[src/rtl/ssq_pkg.sv]
// Shared constants, types and register map of the start-up sequencer.
package ssq_pkg;

	// Clock and time base.
	localparam int CLK_PERIOD_PS = 5000;
	localparam int CLK_HZ        = 1000000000 / (CLK_PERIOD_PS / 1000);
	localparam int US_NS         = 1000;
	localparam int US_CYC        = (US_NS * 1000) / CLK_PERIOD_PS;
	localparam int US_PER_MS     = 1000;
	localparam int INIT_MS       = 5;
	localparam int MIN_DLY_MS    = 2;

	// Switching frequencies of the internal oscillator.
	localparam int F_LOW_HZ      = 200000;
	localparam int F_MID_HZ      = 400000;
	localparam int F_HIGH_HZ     = 1000000;
	localparam int OSC_LOW_CYC   = CLK_HZ / F_LOW_HZ;
	localparam int OSC_MID_CYC   = CLK_HZ / F_MID_HZ;
	localparam int OSC_HIGH_CYC  = CLK_HZ / F_HIGH_HZ;

	// Accepted range of an incoming clock on the shared clock pin.
	localparam int EXT_MIN_HZ    = 200000;
	localparam int EXT_MAX_HZ    = 1400000;
	localparam int EXT_MAX_CYC   = CLK_HZ / EXT_MIN_HZ;
	localparam int EXT_MIN_CYC   = CLK_HZ / EXT_MAX_HZ;
	localparam int EXT_LOSS_CYC  = 2 * EXT_MAX_CYC;
	localparam int PER_W         = 11;

	// Strap decoding.
	localparam int N_STRAP       = 5;
	localparam int PIN_RAMP      = 0;
	localparam int PIN_DLYL      = 1;
	localparam int PIN_DLYH      = 2;
	localparam int PIN_CFG       = 3;
	localparam int PIN_SYNC      = 4;
	localparam int N_RES         = 2;
	localparam int RES_RAMP      = 0;
	localparam int RES_DLY       = 1;
	localparam int RES_STEP_MS   = 10;
	localparam int RES_MAX_CODE  = 20;
	localparam logic [15:0] DLY_TAB [9] = '{16'h0000, 16'h0001, 16'h0002,
		16'h0005, 16'h000A, 16'h0014, 16'h0032, 16'h0064, 16'h00C8};
	localparam logic [15:0] RAMP_TAB [3] = '{16'h0000, 16'h0005, 16'h000A};

	// Ramp reference full scale.
	localparam logic [9:0] RAMP_FULL = 10'h3FF;

	// Register offsets.
	localparam logic [7:0] REG_CTRL   = 8'h00;
	localparam logic [7:0] REG_DLY    = 8'h04;
	localparam logic [7:0] REG_RAMP   = 8'h08;
	localparam logic [7:0] REG_PGDLY  = 8'h0C;
	localparam logic [7:0] REG_PGWIN  = 8'h10;
	localparam logic [7:0] REG_STATUS = 8'h14;
	localparam logic [7:0] REG_STRAP  = 8'h18;

	// Control fields and reset values.
	localparam int CTRL_RESTORE = 0;
	localparam int CTRL_SW_DLY  = 1;
	localparam int CTRL_SW_RAMP = 2;
	localparam int CTRL_SW_PGD  = 3;
	localparam int CTRL_PG_POL  = 4;
	localparam logic [31:0] CTRL_RST  = 32'h0000_0010;
	localparam logic [31:0] PGWIN_RST = 32'h0000_0F0A;
	localparam logic [31:0] TIME_RST  = 32'h0000_0000;

	typedef enum logic [1:0] {
		LVL_LOW  = 2'b00,
		LVL_OPEN = 2'b01,
		LVL_HIGH = 2'b10
	} ssq_lvl_t;

	typedef enum logic [2:0] {
		ST_INIT   = 3'b000,
		ST_SAMPLE = 3'b001,
		ST_READY  = 3'b010,
		ST_DELAY  = 3'b011,
		ST_RAMP   = 3'b100,
		ST_ON     = 3'b101
	} ssq_state_t;

	typedef struct packed {
		logic        cyc;
		logic        stb;
		logic        we;
		logic [7:0]  adr;
		logic [3:0]  sel;
		logic [31:0] dat;
	} ssq_wb_req_t;

	typedef struct packed {
		logic        ack;
		logic [31:0] dat;
	} ssq_wb_rsp_t;

	typedef struct packed {
		logic hi;
		logic lo;
	} ssq_cmp_t;

endpackage : ssq_pkg

[src/rtl/ssq_clkmon.sv]
// Edge finder and period meter for the clock on the shared clock pin.
`timescale 1ns/100ps
module ssq_clkmon (
	// Clock and reset.
	input  wire logic                       clk_i,
	input  wire logic                       rst_i,
	// Raw pin level.
	input  wire logic                       pin_i,
	// Measurement.
	output logic                            edge_o,
	output logic                            present_o,
	output logic [ssq_pkg::PER_W-1:0]       period_o
);

	localparam logic [ssq_pkg::PER_W:0] LOSS =
		(ssq_pkg::PER_W+1)'(ssq_pkg::EXT_LOSS_CYC);
	localparam logic [ssq_pkg::PER_W:0] PMIN =
		(ssq_pkg::PER_W+1)'(ssq_pkg::EXT_MIN_CYC);
	localparam logic [ssq_pkg::PER_W:0] PMAX =
		(ssq_pkg::PER_W+1)'(ssq_pkg::EXT_MAX_CYC);

	logic                   s1_q;
	logic                   s2_q;
	logic                   s3_q;
	logic [ssq_pkg::PER_W:0] cnt_q;

	wire rise   = s2_q & ~s3_q;
	wire in_rng = (cnt_q + 1'b1 >= PMIN) && (cnt_q + 1'b1 <= PMAX);

	always_ff @(posedge clk_i) begin
		if (rst_i) begin
			s1_q      <= 1'b0;
			s2_q      <= 1'b0;
			s3_q      <= 1'b0;
			cnt_q     <= '0;
			edge_o    <= 1'b0;
			present_o <= 1'b0;
			period_o  <= '0;
		end else begin
			s1_q   <= pin_i;
			s2_q   <= s1_q;
			s3_q   <= s2_q;
			edge_o <= rise;
			if (rise) begin
				cnt_q     <= '0;
				present_o <= in_rng;
				if (in_rng) begin
					period_o <= ssq_pkg::PER_W'(cnt_q + 1'b1);
				end
			end else if (cnt_q >= LOSS) begin
				present_o <= 1'b0;
			end else begin
				cnt_q <= cnt_q + 1'b1;
			end
		end
	end

endmodule : ssq_clkmon

[src/rtl/ssq_strap.sv]
// Three-level strap classifier and strap resistor code capture.
`timescale 1ns/100ps
module ssq_strap #(
	parameter int N = 5,
	parameter int R = 2
) (
	// Clock and reset.
	input  wire logic                           clk_i,
	input  wire logic                           rst_i,
	// Comparator pairs and resistor measurement, asynchronous.
	input  wire ssq_pkg::ssq_cmp_t [N-1:0]      cmp_i,
	input  wire logic [R-1:0]                   res_valid_i,
	input  wire logic [R-1:0][4:0]              res_code_i,
	// Capture strobe.
	input  wire logic                           sample_i,
	// Held results.
	output ssq_pkg::ssq_lvl_t [N-1:0]           lvl_o,
	output logic [R-1:0]                        res_hit_o,
	output logic [R-1:0][4:0]                   res_code_o
);

	genvar g;
	generate
		for (g = 0; g < N; g++) begin : g_pin
			ssq_pkg::ssq_cmp_t s1_q;
			ssq_pkg::ssq_cmp_t s2_q;
			always_ff @(posedge clk_i) begin
				if (rst_i) begin
					s1_q     <= '0;
					s2_q     <= '0;
					lvl_o[g] <= ssq_pkg::LVL_OPEN;
				end else begin
					s1_q <= cmp_i[g];
					s2_q <= s1_q;
					if (sample_i) begin
						lvl_o[g] <= s2_q.hi ? ssq_pkg::LVL_HIGH :
							(s2_q.lo ? ssq_pkg::LVL_LOW : ssq_pkg::LVL_OPEN);
					end
				end
			end
		end
		for (g = 0; g < R; g++) begin : g_res
			logic [5:0] s1_q;
			logic [5:0] s2_q;
			always_ff @(posedge clk_i) begin
				if (rst_i) begin
					s1_q          <= '0;
					s2_q          <= '0;
					res_hit_o[g]  <= 1'b0;
					res_code_o[g] <= '0;
				end else begin
					s1_q <= {res_valid_i[g], res_code_i[g]};
					s2_q <= s1_q;
					if (sample_i) begin
						res_hit_o[g]  <= s2_q[5];
						res_code_o[g] <= s2_q[4:0];
					end
				end
			end
		end
	endgenerate

endmodule : ssq_strap

[src/rtl/ssq_top.sv]
// Start-up sequencer, output-good logic and switching clock selection.
//
// The register addresses and the Wishbone interface to the registers were decided locally.
`timescale 1ns/100ps
module ssq_top #(
	parameter int US_PER_MS  = ssq_pkg::US_PER_MS,
	parameter int INIT_MS    = ssq_pkg::INIT_MS,
	parameter int MIN_DLY_MS = ssq_pkg::MIN_DLY_MS
) (
	// Clock and reset.
	input  wire logic                       clk_i,
	input  wire logic                       rst_i,
	// Wishbone slave.
	input  wire ssq_pkg::ssq_wb_req_t       wb_req_i,
	output ssq_pkg::ssq_wb_rsp_t            wb_rsp_o,
	// Strap comparators and resistor measurement.
	input  wire ssq_pkg::ssq_cmp_t [ssq_pkg::N_STRAP-1:0] strap_cmp_i,
	input  wire logic [ssq_pkg::N_RES-1:0]  strap_res_valid_i,
	input  wire logic [ssq_pkg::N_RES-1:0][4:0] strap_res_code_i,
	// Enable pin and output monitor.
	input  wire logic                       enable_i,
	input  wire logic [7:0]                 vout_err_i,
	input  wire logic                       fault_i,
	// Shared clock pin.
	input  wire logic                       sync_i,
	output logic                            sync_o,
	output logic                            sync_oe_n_o,
	// Sequencer outputs.
	output logic [9:0]                      ramp_ref_o,
	output logic                            output_good_o,
	output logic                            sw_clk_o,
	output logic                            dev_ready_o
);

	localparam logic [7:0] US_LAST = 8'(ssq_pkg::US_CYC - 1);
	localparam logic [9:0] MS_LAST = 10'(US_PER_MS - 1);
	localparam logic [15:0] MIN_DLY = 16'(MIN_DLY_MS);
	localparam logic [15:0] INIT_T  = 16'(INIT_MS);
	localparam int PW = ssq_pkg::PER_W;

	// Register file.
	logic [31:0] ctrl_q;
	logic [31:0] dly_q;
	logic [31:0] ramp_q;
	logic [31:0] pgd_q;
	logic [31:0] win_q;
	logic        ack_q;
	logic        restore_q;

	wire wb_act = wb_req_i.cyc & wb_req_i.stb;
	wire wb_wr  = wb_act & wb_req_i.we & ack_q;
	wire [31:0] wmask = {{8{wb_req_i.sel[3]}}, {8{wb_req_i.sel[2]}},
		{8{wb_req_i.sel[1]}}, {8{wb_req_i.sel[0]}}};
	wire [31:0] wdat = wb_req_i.dat & wmask;
	wire hit_ctrl  = wb_req_i.adr == ssq_pkg::REG_CTRL;
	wire hit_dly   = wb_req_i.adr == ssq_pkg::REG_DLY;
	wire hit_ramp  = wb_req_i.adr == ssq_pkg::REG_RAMP;
	wire hit_pgd   = wb_req_i.adr == ssq_pkg::REG_PGDLY;
	wire hit_win   = wb_req_i.adr == ssq_pkg::REG_PGWIN;
	wire hit_stat  = wb_req_i.adr == ssq_pkg::REG_STATUS;
	wire hit_strap = wb_req_i.adr == ssq_pkg::REG_STRAP;

	// Straps and clock monitor.
	ssq_pkg::ssq_lvl_t [ssq_pkg::N_STRAP-1:0] lvl;
	logic [ssq_pkg::N_RES-1:0]      res_hit;
	logic [ssq_pkg::N_RES-1:0][4:0] res_code;
	logic                           ext_edge;
	logic                           ext_present;
	logic [PW-1:0]                  ext_period;

	ssq_pkg::ssq_state_t st_q;
	ssq_pkg::ssq_state_t st_d;

	wire sample = st_q == ssq_pkg::ST_SAMPLE;

	ssq_strap #(
		.N (ssq_pkg::N_STRAP),
		.R (ssq_pkg::N_RES)
	) u_strap (
		.clk_i       (clk_i),
		.rst_i       (rst_i),
		.cmp_i       (strap_cmp_i),
		.res_valid_i (strap_res_valid_i),
		.res_code_i  (strap_res_code_i),
		.sample_i    (sample),
		.lvl_o       (lvl),
		.res_hit_o   (res_hit),
		.res_code_o  (res_code)
	);

	ssq_clkmon u_clkmon (
		.clk_i     (clk_i),
		.rst_i     (rst_i),
		.pin_i     (sync_i),
		.edge_o    (ext_edge),
		.present_o (ext_present),
		.period_o  (ext_period)
	);

	// Time selection from straps and software.
	wire [3:0] dly_idx = 4'(3 * int'(lvl[ssq_pkg::PIN_DLYH])
		+ int'(lvl[ssq_pkg::PIN_DLYL]));
	wire [4:0] dcode = (res_code[ssq_pkg::RES_DLY] > 5'(ssq_pkg::RES_MAX_CODE))
		? 5'(ssq_pkg::RES_MAX_CODE) : res_code[ssq_pkg::RES_DLY];
	wire [4:0] rcode = (res_code[ssq_pkg::RES_RAMP] > 5'(ssq_pkg::RES_MAX_CODE))
		? 5'(ssq_pkg::RES_MAX_CODE) : res_code[ssq_pkg::RES_RAMP];
	wire [15:0] strap_dly = res_hit[ssq_pkg::RES_DLY]
		? 16'(int'(dcode) * ssq_pkg::RES_STEP_MS)
		: ssq_pkg::DLY_TAB[dly_idx];
	wire [15:0] strap_ramp = res_hit[ssq_pkg::RES_RAMP]
		? 16'(int'(rcode) * ssq_pkg::RES_STEP_MS)
		: ssq_pkg::RAMP_TAB[int'(lvl[ssq_pkg::PIN_RAMP])];
	wire [15:0] sel_dly = ctrl_q[ssq_pkg::CTRL_SW_DLY] ? dly_q[15:0]
		: strap_dly;
	wire [15:0] eff_dly = (sel_dly < MIN_DLY) ? MIN_DLY : sel_dly;
	wire [15:0] eff_ramp = ctrl_q[ssq_pkg::CTRL_SW_RAMP] ? ramp_q[15:0]
		: strap_ramp;
	wire [15:0] eff_pgd = ctrl_q[ssq_pkg::CTRL_SW_PGD] ? pgd_q[15:0]
		: eff_ramp;
	wire [39:0] ramp_cyc = 40'(eff_ramp) * 40'(US_PER_MS)
		* 40'(ssq_pkg::US_CYC);

	// Enable pin synchroniser.
	logic en_s1_q;
	logic en_s2_q;
	logic en_s3_q;
	wire  en_rise = en_s2_q & ~en_s3_q;

	// Microsecond and millisecond time base, restarted on state change.
	logic [7:0]  us_cnt_q;
	logic [9:0]  ms_cnt_q;
	logic [15:0] tmr_q;
	wire us_tick = us_cnt_q == US_LAST;
	wire ms_tick = us_tick && (ms_cnt_q == MS_LAST);
	wire st_chg  = st_d != st_q;

	// Ramp generator state.
	logic [9:0]  ref_q;
	logic [40:0] acc_q;
	wire  [40:0] acc_add = acc_q + 41'(ssq_pkg::RAMP_FULL);
	wire         acc_ovf = acc_add >= 41'(ramp_cyc);

	// Sequencer transitions.
	always_comb begin
		st_d = st_q;
		case (st_q)
			ssq_pkg::ST_INIT: begin
				if (tmr_q >= INIT_T) begin
					st_d = ssq_pkg::ST_SAMPLE;
				end
			end
			ssq_pkg::ST_SAMPLE: begin
				st_d = ssq_pkg::ST_READY;
			end
			ssq_pkg::ST_READY: begin
				if (en_s2_q) begin
					st_d = ssq_pkg::ST_DELAY;
				end
			end
			ssq_pkg::ST_DELAY: begin
				if (!en_s2_q) begin
					st_d = ssq_pkg::ST_READY;
				end else if (tmr_q >= eff_dly) begin
					st_d = ssq_pkg::ST_RAMP;
				end
			end
			ssq_pkg::ST_RAMP: begin
				if (!en_s2_q) begin
					st_d = ssq_pkg::ST_READY;
				end else if (ref_q == ssq_pkg::RAMP_FULL) begin
					st_d = ssq_pkg::ST_ON;
				end
			end
			ssq_pkg::ST_ON: begin
				if (!en_s2_q) begin
					st_d = ssq_pkg::ST_READY;
				end
			end
			default: begin
				st_d = ssq_pkg::ST_INIT;
			end
		endcase
		if (restore_q) begin
			st_d = ssq_pkg::ST_INIT;
		end
	end

	always_ff @(posedge clk_i) begin
		if (rst_i) begin
			st_q     <= ssq_pkg::ST_INIT;
			en_s1_q  <= 1'b0;
			en_s2_q  <= 1'b0;
			en_s3_q  <= 1'b0;
			us_cnt_q <= '0;
			ms_cnt_q <= '0;
			tmr_q    <= '0;
		end else begin
			st_q    <= st_d;
			en_s1_q <= enable_i;
			en_s2_q <= en_s1_q;
			en_s3_q <= en_s2_q;
			if (st_chg) begin
				us_cnt_q <= '0;
				ms_cnt_q <= '0;
				tmr_q    <= '0;
			end else begin
				us_cnt_q <= us_tick ? 8'h00 : us_cnt_q + 8'h01;
				if (us_tick) begin
					ms_cnt_q <= (ms_cnt_q == MS_LAST) ? 10'h000
						: ms_cnt_q + 10'h001;
				end
				if (ms_tick && tmr_q != 16'hFFFF) begin
					tmr_q <= tmr_q + 16'h0001;
				end
			end
		end
	end

	// Ramp reference: evenly spaced steps over the ramp time.
	always_ff @(posedge clk_i) begin
		if (rst_i) begin
			ref_q <= '0;
			acc_q <= '0;
		end else if (st_q != ssq_pkg::ST_RAMP && st_q != ssq_pkg::ST_ON) begin
			ref_q <= '0;
			acc_q <= '0;
		end else if (st_q == ssq_pkg::ST_ON) begin
			ref_q <= ssq_pkg::RAMP_FULL;
		end else if (eff_ramp == 16'h0000) begin
			ref_q <= ssq_pkg::RAMP_FULL;
		end else if (ref_q != ssq_pkg::RAMP_FULL) begin
			acc_q <= acc_ovf ? acc_add - 41'(ramp_cyc) : acc_add;
			if (acc_ovf) begin
				ref_q <= ref_q + 10'h001;
			end
		end
	end

	// Output-good window, hold-off and polarity.
	logic [15:0] pgc_q;
	logic        pg_q;
	wire signed [9:0] err_s = {{2{vout_err_i[7]}}, vout_err_i};
	wire signed [9:0] lo_s  = -$signed({2'b00, win_q[7:0]});
	wire signed [9:0] hi_s  = $signed({2'b00, win_q[15:8]});
	wire pg_cond = (st_q == ssq_pkg::ST_ON) && !fault_i
		&& (err_s >= lo_s) && (err_s <= hi_s);

	always_ff @(posedge clk_i) begin
		if (rst_i) begin
			pgc_q <= '0;
			pg_q  <= 1'b0;
		end else if (!pg_cond) begin
			pgc_q <= '0;
			pg_q  <= 1'b0;
		end else if (pgc_q >= eff_pgd) begin
			pg_q <= 1'b1;
		end else if (ms_tick) begin
			pgc_q <= pgc_q + 16'h0001;
		end
	end

	// Switching clock source selection.
	logic          lock_q;
	logic [PW-1:0] hold_per_q;
	logic          hold_q;
	logic [PW-1:0] ph_q;
	wire mode_out  = lvl[ssq_pkg::PIN_CFG] == ssq_pkg::LVL_HIGH;
	wire mode_auto = lvl[ssq_pkg::PIN_CFG] == ssq_pkg::LVL_OPEN;
	wire ready_st  = (st_q != ssq_pkg::ST_INIT) && (st_q != ssq_pkg::ST_SAMPLE);
	wire [PW-1:0] auto_per =
		(lvl[ssq_pkg::PIN_SYNC] == ssq_pkg::LVL_LOW) ? PW'(ssq_pkg::OSC_LOW_CYC) :
		(lvl[ssq_pkg::PIN_SYNC] == ssq_pkg::LVL_HIGH) ? PW'(ssq_pkg::OSC_HIGH_CYC)
		: PW'(ssq_pkg::OSC_MID_CYC);
	wire [PW-1:0] osc_per = lock_q ? ext_period
		: hold_q ? hold_per_q
		: (mode_auto ? auto_per : PW'(ssq_pkg::OSC_MID_CYC));
	wire ph_wrap = ph_q >= osc_per - 1'b1;

	always_ff @(posedge clk_i) begin
		if (rst_i) begin
			lock_q     <= 1'b0;
			hold_q     <= 1'b0;
			hold_per_q <= '0;
			ph_q       <= '0;
			sw_clk_o   <= 1'b0;
		end else begin
			if (st_q == ssq_pkg::ST_READY && en_rise) begin
				lock_q <= !mode_out && ext_present;
				hold_q <= 1'b0;
			end else if (lock_q && !ext_present) begin
				lock_q     <= 1'b0;
				hold_q     <= 1'b1;
				hold_per_q <= ext_period;
			end else if (!ready_st) begin
				lock_q <= 1'b0;
				hold_q <= 1'b0;
			end
			if (lock_q && ext_edge) begin
				ph_q <= '0;
			end else begin
				ph_q <= ph_wrap ? '0 : ph_q + 1'b1;
			end
			sw_clk_o <= ph_q < (osc_per >> 1);
		end
	end

	// Register read mux.
	wire [31:0] stat_w = {8'h00, ext_period, 3'h0, ext_present, hold_q,
		lock_q, pg_q, ready_st, 1'b0, ref_q == ssq_pkg::RAMP_FULL, st_q};
	wire [31:0] strap_w = {eff_ramp, eff_dly};
	wire [31:0] rd_w = hit_ctrl ? (ctrl_q & ~32'h0000_0001)
		: hit_dly ? dly_q : hit_ramp ? ramp_q : hit_pgd ? pgd_q
		: hit_win ? win_q : hit_stat ? stat_w : hit_strap ? strap_w
		: 32'h0000_0000;

	always_ff @(posedge clk_i) begin
		if (rst_i) begin
			ctrl_q    <= ssq_pkg::CTRL_RST;
			dly_q     <= ssq_pkg::TIME_RST;
			ramp_q    <= ssq_pkg::TIME_RST;
			pgd_q     <= ssq_pkg::TIME_RST;
			win_q     <= ssq_pkg::PGWIN_RST;
			ack_q     <= 1'b0;
			restore_q <= 1'b0;
		end else begin
			ack_q     <= wb_act & ~ack_q;
			restore_q <= wb_wr & hit_ctrl & wdat[ssq_pkg::CTRL_RESTORE];
			if (wb_wr && hit_ctrl) begin
				ctrl_q <= (ctrl_q & ~wmask) | wdat;
			end
			if (wb_wr && hit_dly) begin
				dly_q <= (dly_q & ~wmask) | wdat;
			end
			if (wb_wr && hit_ramp) begin
				ramp_q <= (ramp_q & ~wmask) | wdat;
			end
			if (wb_wr && hit_pgd) begin
				pgd_q <= (pgd_q & ~wmask) | wdat;
			end
			if (wb_wr && hit_win) begin
				win_q <= (win_q & ~wmask) | wdat;
			end
		end
	end

	// Registered pin and bus outputs.
	always_ff @(posedge clk_i) begin
		if (rst_i) begin
			wb_rsp_o      <= '0;
			sync_o        <= 1'b0;
			sync_oe_n_o   <= 1'b1;
			ramp_ref_o    <= '0;
			output_good_o <= 1'b0;
			dev_ready_o   <= 1'b0;
		end else begin
			wb_rsp_o.ack  <= wb_act & ~ack_q;
			wb_rsp_o.dat  <= rd_w;
			sync_o        <= ph_q < (osc_per >> 1);
			sync_oe_n_o   <= !(mode_out && ready_st);
			ramp_ref_o    <= ref_q;
			output_good_o <= pg_q ~^ ctrl_q[ssq_pkg::CTRL_PG_POL];
			dev_ready_o   <= ready_st;
		end
	end

endmodule : ssq_top

[config.mk]
export PLATFORM = sky130hd
export DESIGN_NAME = ssq_top
export DESIGN_NICKNAME = d
export VERILOG_FILES = /design/src/rtl/ssq_pkg.sv /design/src/rtl/ssq_clkmon.sv /design/src/rtl/ssq_strap.sv /design/src/rtl/ssq_top.sv
export SDC_FILE = /design/constraint.sdc
export NUM_CORES = 1
export LEC_CHECK = 0
export BUFFER_PORTS_ARGS = -buffer_cell sky130_fd_sc_hd__buf_4
export CELL_PAD_IN_SITES_DETAIL_PLACEMENT = 1
export CELL_PAD_IN_SITES_GLOBAL_PLACEMENT = 1
export CORE_ASPECT_RATIO = 0.6
export CORE_UTILIZATION = 45
export DETAILED_ROUTE_END_ITERATION = 8
export MAX_ROUTING_LAYER = met4
export PLACE_DENSITY = 0.87
export RECOVER_POWER = 25
export SLEW_MARGIN = 20
export SYNTH_ARGS = -nofsm -noshare
export SYNTH_HDL_FRONTEND = slang
export SYNTH_SLANG_ARGS = --single-unit
[constraint.sdc]
create_clock -name clk_i -period 13.86 [get_ports clk_i]
set_input_delay 0.693 -clock clk_i [delete_from_list [all_inputs] [get_ports clk_i]]
set_output_delay 0.693 -clock clk_i [all_outputs]
set_load 0.05 [all_outputs]
==> metrics.csv, run 1 <==
stage;metric;value;unit
floorplanning;DIE WIDTH;320.2;um
clocking;Post-CTS Hold Fix Bufs;0;
synthesis;Synth Register Bits;433;
global_route;met2 usage;0.4330;
detailed_routing;drc violations;0;
synthesis;ys flop type;dfxtp_1;
sta;Least-Margin Pin Slew;4.414;ns
synthesis;distinct cell type count after synthesis;85;
synthesis;Mapped Cells;3190;
worst_setup_path;flop-to-flop setup slack;1.06;ns
clocking;CTS Buf Count;42;
finish;share of cells above drive strength 1;0.06642;
worst_setup_path;most frequent CP cell;ha_1;
global_route;first-pass GRT wire length;144.3;mm
clocking;clock net sink count;433;
sta;Final Skew;0.03614;ns
sta;Final Setup Violations;0;
synthesis;Mapped Nets;3605;
clocking;CTS HTree Levels;2;
detailed_routing;DR iter-0 viols;2783;
clocking;Worst-Skew Late Latency;0.59;ns
finish;Finished Layout Cells;4081;
detailed_routing;total wire length;94.25;mm
floorplanning;Die Area;0.06177;mm2
placed_design;Cells after DPL;4000;
placed_design;input/output buffers;129;
clocking;Post-CTS Resized;0;
finish;filler cell count;7057;
outcome;status;complete, but fails checks;
worst_setup_path;critical path required time;14.29;ns
outcome;failing checks;capacitance limit, slew limit;
synthesis;fraction of registers with async set/reset;0;
detailed_routing;via count;24860;
worst_setup_path;Worst Path Max Fanout;36;
global_route;grt ovf;0;
clocking;clock slew seen by the registers of the worst setup and hold paths;0.07;ns
sta;FMAX;78.11;MHz
detailed_routing;detailed-route vias per instance;6.092;
worst_setup_path;Setup crit start;u_strap.res_code_o[4];
floorplanning;I/O Pins;130;
detailed_routing;Post-DRT Antenna Nets;0;
worst_hold_path;Hold WC Path Type;primary input to flip-flop;
worst_hold_path;hold depth;2;
finish;layout net count;3678;
worst_setup_path;CP Class;flip-flop to flip-flop;
worst_setup_path;CP Launch Type;flip-flop;
clocking;clock buffer depth;3;
worst_hold_path;hold_sp;strap_cmp_i[4];
floorplanning;Die Height;192.9;um
sta;Hold Violations, Final;0;
synthesis;Synth Warn #;0;
sta;pins over their slew limit;222;
synthesis;Post-synth EDFFs;0;
worst_hold_path;hold worst-path end;u_strap.g_pin[2].s1_q[0];
global_route;pin count of the biggest net entering global routing;92;
global_route;met1 GRT Util;0.4250;
worst_setup_path;worst r2r src;u_strap.res_code_o[4];
clocking;postcts setup bufs;0;
placed_design;Final HPWL DP;70.04;mm
worst_setup_path;crit end category;flip-flop;
floorplanning;Starting Density;0.4589;
sta;unrepaired setup endpoints after global routing;false;
worst_setup_path;Worst path max stage delay;0.70;ns
global_route;GRT Overall Usage;0.3069;
placed_design;RePlAce Congestion;0.9996;
worst_setup_path;Arrival @ worst endpoint;13.23;ns
global_route;Top Usage Layer GRT;met2;
sta;Total Neg Setup Slack;0;ns
finish;area grow syn2layout;11.06;%
run;Max-Cap Viols;3;
synthesis;Post-Synthesis Cell Area;0.02734;mm2
floorplanning;row count;69;
global_route;initial antenna violation count;5;
power;power per cell area;87.03;mW/mm2
clocking;Root Driver;clkbuf_16;
synthesis;Avg Cell Area, Syn;8.570;um2
worst_setup_path;CP max-delay cell;o41ai_1;
global_route;met3 usage;0.09214;
worst_setup_path;FF-to-FF End;ref_q[7];
clocking;CTS tree;built;
global_route;vias in the first global route;24850;
sta;fin crit share;0.9237;
detailed_routing;drt pass-1 iters;8;
synthesis;sequential share of the synthesized area;0.3171;
sta;Final Critical Period;12.80;ns
power;Pleak;12.67;nW
floorplanning;Core ar.;0.05957;mm2
power;worst vdd ir;0.08018;mV
detailed_routing;routed length per instance;23.10;um
worst_setup_path;Reg2Reg Depth;44;
sta;Rel. slew slack;-1.943;
worst max-delay path: cells and delay by family, from the launching register on:
family	cells	cell delay, ns
buffers and inverters	4	0.41
flip-flops	1	0.50
adder cells (fa/ha/maj)	12	4.39
XOR/XNOR	3	0.60
AND/OR/NAND/NOR	6	1.92
AO/OA/AOI/OAI	19	4.82
where the power goes:
group / total [mW] / switching [mW] / internal [mW]
combinational: 0.0816 / 0.0511 / 0.0305
sequential: 1.26 / 0.00650 / 1.25
clock: 1.30 / 0.559 / 0.742
total: 2.64 / 0.617 / 2.03
layout by cell type (no fill, tap or decap), types with 7 or more instances in the layout:
cell type / netlist / routed
a31oi_1: 27 / 27
and2_1: 11 / 11
or3_1: 10 / 10
nand2b_1: 33 / 33
clkbuf_16: 0 / 43
o21a_1: 29 / 29
clkbuf_1: 113 / 59
xor2_1: 95 / 95
ha_1: 260 / 260
a211oi_1: 36 / 36
clkbuf_8: 0 / 10
nand3_1: 76 / 76
a21oi_1: 274 / 274
or4_1: 7 / 7
nand2_1: 358 / 358
nor2b_1: 91 / 91
a222oi_1: 31 / 31
dfxtp_1: 433 / 433
a2111oi_0: 12 / 12
buf_4: 2 / 112
fa_1: 73 / 73
o31ai_1: 13 / 13
nor3_1: 31 / 30
o211ai_1: 19 / 19
nand4_1: 43 / 43
and3_1: 48 / 48
nor2_1: 301 / 296
a221oi_1: 16 / 16
o21ai_0: 92 / 90
nor4_1: 18 / 17
a41oi_1: 7 / 7
inv_1: 181 / 181
xnor2_1: 110 / 110
a21o_1: 47 / 47
a22oi_1: 26 / 26
mux2i_1: 133 / 133
area by class of cell:
class | instances | area (um2) | area share
Antenna cell | 3 | 7.507 | 0.0002473
Clock buffer | 60 | 1240 | 0.04084
Clock inverter | 18 | 280.3 | 0.009231
Inverter | 183 | 686.9 | 0.02262
Multi-Input combinational cell | 2439 | 17470 | 0.5752
Sequential cell | 433 | 8668 | 0.2855
Tap cell | 781 | 977.2 | 0.03218
Timing Repair Buffer | 164 | 1036 | 0.03412
how the worst max path moves through the flow:
stage	slack (ns)	to
2_1_floorplan	3.49	acc_q[35]
3_3_place_gp	1.91	ref_q[7]
3_5_place_dp	1.36	ref_q[7]
4_1_cts	1.21	ref_q[7]
5_1_grt	0.22	ref_q[7]
6_report	1.06	ref_q[7]
layer usage:
metal,vias to the layer above,part of all wire
li1,11340,-
met1,12280,0.46
met2,1046,0.41
met3,196,0.11
met4,0,0.025
met5,-,0
cell families after synthesis:
kind of cell / after synthesis / share of synthesized area
buf+inv: 318 / 0.04545
flops: 433 / 0.3171
simple gates: 1073 / 0.1856
compound gates: 692 / 0.1636
fa+ha+maj: 333 / 0.1725
mux: 136 / 0.05007
xor+xnor: 205 / 0.06568
through the flow:
| stage | power [mW] | instance area [um2] | utilization | worst slack [ns] | hold WS [ns] |
|---|---|---|---|---|---|
| after detailed placement | 1.367 | 29020 | 0.4871 | 1.364 | 0.3973 |
| after CTS | 2.646 | 30540 | 0.5127 | 1.213 | 0.3068 |
| after global placement | 1.364 | 29020 | 0.4871 | 1.915 | 0.3921 |
| after global routing | 2.702 | 30360 | 0.5097 | 0.2203 | 0.3261 |
| after floorplan | 1.324 | 27340 | - | 3.493 | 0.3828 |
| final | 2.642 | 30360 | 0.5097 | 1.057 | 0.3235 |
synthesized netlist by cell type, types with 13 or more instances:
cell | number | area [um2]
inv_1 | 181 | 679.4
and3_1 | 48 | 300.3
nand4_1 | 43 | 269.0
clkbuf_1 | 113 | 424.2
ha_1 | 260 | 3253
o21a_1 | 29 | 217.7
nor2_1 | 301 | 1130
nand3_1 | 76 | 380.4
xor2_1 | 95 | 832.1
a22oi_1 | 26 | 195.2
nor2b_1 | 91 | 569.3
a211oi_1 | 36 | 270.3
xnor2_1 | 110 | 963.4
mux2i_1 | 133 | 1331
nor3_1 | 31 | 155.2
nand2_1 | 358 | 1344
a21o_1 | 47 | 352.8
a21oi_1 | 274 | 1371
nand2b_1 | 33 | 206.5
fa_1 | 73 | 1461
a222oi_1 | 31 | 310.3
dfxtp_1 | 433 | 8668
nor4_1 | 18 | 112.6
o211ai_1 | 19 | 142.6
o21ai_0 | 92 | 460.4
a31oi_1 | 27 | 168.9
o31ai_1 | 13 | 97.59
a221oi_1 | 16 | 140.1
Power figures use the tool's default switching activity.
==> run 2: changes to the inputs <==
--- a/config.mk
+++ b/config.mk
@@ -9,10 +9,10 @@
 export CELL_PAD_IN_SITES_DETAIL_PLACEMENT = 1
 export CELL_PAD_IN_SITES_GLOBAL_PLACEMENT = 1
 export CORE_ASPECT_RATIO = 0.6
-export CORE_UTILIZATION = 45
+export CORE_UTILIZATION = 26
 export DETAILED_ROUTE_END_ITERATION = 8
 export MAX_ROUTING_LAYER = met4
-export PLACE_DENSITY = 0.87
+export PLACE_DENSITY_LB_ADDON = 0.25
 export RECOVER_POWER = 25
 export SLEW_MARGIN = 20
 export SYNTH_ARGS = -nofsm -noshare
==> run 2 against run 1 <==
Effect of this change:
- the run still ends with capacitance limit, slew limit left
- first-iteration DRC count down 41%
- worst hold slack worse by 0.063 ns
- clock power up 9%
- wire length up 4.1%
- die area up 72%
==> metrics.csv, run 2 (synthesized netlist as in run 1, its figures left out) <==
stage;metric;value;unit;change
detailed_routing;Post-DRT Antenna Nets;0;;unchanged
clocking;clock slew seen by the registers of the worst setup and hold paths;0.06;ns;about the same
placed_design;placed cell areas;0.02985;mm2;+2.9%
detailed_routing;routed length per instance;20.84;um;-9.8%
clocking;clock buffer depth;3;;unchanged
global_route;GRT Overall Usage;0.1884;;-0.1185
power;power per cell area;88.10;mW/mm2;+1.2%
floorplanning;row count;91;;+32%
sta;pins over their slew limit;236;;+6.3%
sta;hold_ws;0.2607;ns;-0.06278 ns
sta;FMAX;79.16;MHz;+1.3%
placed_design;input/output buffers;129;;unchanged
worst_setup_path;Worst path max stage delay;0.93;ns;+0.23 ns
detailed_routing;via count;23370;;-6.0%
global_route;grt ovf;0;;unchanged
floorplanning;Die Height;253.2;um;+31%
clocking;Post-CTS Resized;0;;unchanged
worst_setup_path;Worst Path Max Fanout;14;;-61%
floorplanning;Starting Density;0.2641;;-0.1948
global_route;initial antenna violation count;6;;+1
detailed_routing;DR iter-0 viols;1651;;-41%
worst_setup_path;Arrival @ worst endpoint;13.10;ns;-0.13 ns
detailed_routing;drc violations;0;;unchanged
clocking;CTS HTree Levels;2;;unchanged
floorplanning;Core ar.;0.1035;mm2;+74%
clocking;postcts setup bufs;0;;unchanged
worst_hold_path;Hold WC Path Type;primary input to flip-flop;;
outcome;status;complete, but fails checks;;
sta;Rel. slew slack;-1.375;;+0.5677
finish;commonest non-fill, non-tap cell in the layout;dfxtp_1;;
power;worst vdd ir;0.08782;mV;+9.5%
floorplanning;I/O Pins;130;;unchanged
finish;share of cells above drive strength 1;0.07186;;+0.005436
placed_design;RePlAce Congestion;0.9012;;-9.8%
sta;Hold Violations, Final;0;;unchanged
placed_design;Final HPWL DP;75.39;mm;+7.6%
clocking;clock net sink count;433;;unchanged
sta;Final Skew;0.04498;ns;+0.008845 ns
run;Max-Cap Viols;4;;+1
global_route;vias in the first global route;23230;;-6.5%
finish;layout net count;3691;;+0.35%
global_route;pin count of the biggest net entering global routing;85;;-7.6%
outcome;failing checks;capacitance limit, slew limit;;
sta;fin crit share;0.9114;;-0.01229
power;Pleak;12.79;nW;+0.92%
detailed_routing;drt pass-1 iters;7;;-1
worst_setup_path;crit end category;flip-flop;;
worst_setup_path;critical path required time;14.33;ns;+0.04 ns
detailed_routing;detailed-route vias per instance;4.963;;-19%
worst_setup_path;CP Class;flip-flop to flip-flop;;
sta;Least-Margin Pin Slew;3.562;ns;-0.8515 ns
clocking;Root Driver;clkbuf_16;;
sta;Total Neg Setup Slack;0;ns;unchanged
sta;unrepaired setup endpoints after global routing;false;;
finish;final instance area;0.03135;mm2;+3.2%
clocking;Post-CTS Hold Fix Bufs;0;;unchanged
sta;Final Critical Period;12.63;ns;-0.1704 ns
worst_setup_path;CP max-delay cell;a2111oi_1;;
floorplanning;DIE WIDTH;420.6;um;+31%
worst_setup_path;CP Launch Type;flip-flop;;
sta;Final Setup Violations;0;;unchanged
clocking;Worst-Skew Late Latency;0.64;ns;+0.05 ns
worst_setup_path;flop-to-flop setup slack;1.23;ns;+0.17 ns
power;Total Power;2.761;mW;+4.5%
finish;filler cell count;12180;;+73%
clocking;CTS Buf Count;48;;+14%
finish;area grow syn2layout;14.66;%;
global_route;first-pass GRT wire length;149.5;mm;+3.6%
finish;most frequent cells in the layout;dfxtp_1 (433), nand2_1 (357), nor2_1 (296);;
clocking;CTS tree;built;;
floorplanning;Die Area;0.1065;mm2;+72%
detailed_routing;total wire length;98.14;mm;+4.1%
## run 2: worst paths after layout
kind	cells past startpoint	to	startpoint
worst min register to register	1	u_clkmon.edge_o	u_clkmon.s3_q
worst min-delay path	2	u_strap.g_pin[3].s1_q[0]	strap_cmp_i[6]
worst max register to register	48	ref_q[7]	u_strap.res_code_o[4]
worst max-delay path	48	ref_q[7]	u_strap.res_code_o[4]
## run 2: metal layers
| layer | GRT usage | up-vias | share of wire |
|---|---|---|---|
| met1 | 0.2971 | 11410 | 0.55 |
| met3 | 0.05138 | 86 | 0.080 |
| met4 | 0.03158 | 0 | 0.014 |
| met2 | 0.2289 | 510 | 0.36 |
| met5 | - | - | 0 |
| li1 | - | 11360 | - |
## run 2: report_power, final
part           switching [mW]  leakage [nW]  internal [mW]  total (mW)
logic                  0.0522          8.47         0.0304      0.0825
registers             0.00623          3.50           1.25        1.26
clock network           0.615         0.824          0.805        1.42
total                   0.673          12.8           2.09        2.76
## run 2: cell type report
cell class,count,area [um2],area share
clock inverters,31,430.4,0.01373
well taps,1395,1745,0.05568
diodes,2,5.005,0.0001597
repair buffers,171,1089,0.03473
multi-input cells,2439,17470,0.5574
clock buffers,55,1247,0.03980
flip-flops and latches,433,8668,0.2765
inverters,183,686.9,0.02191
## run 2: through the flow
stage	std cells	utilization	setup slack, ns
after floorplan	3190	-	3.493
after global routing	4707	0.3028	0.3814
after detailed placement	4620	0.2884	1.362
final	4709	0.3029	1.228
after CTS	4706	0.3046	1.255
after global placement	4620	0.2883	1.195
## run 2: worst max-delay path, delay by kind of cell, from the launching register on
kind                     cells  cell delay (ns)
AO/OA/AOI/OAI               10             3.08
AND/OR/NAND/NOR             13             2.68
buffers and inverters        8             0.59
flip-flops                   1             0.46
adder cells (fa/ha/maj)     13             4.78
XOR/XNOR                     4             0.84
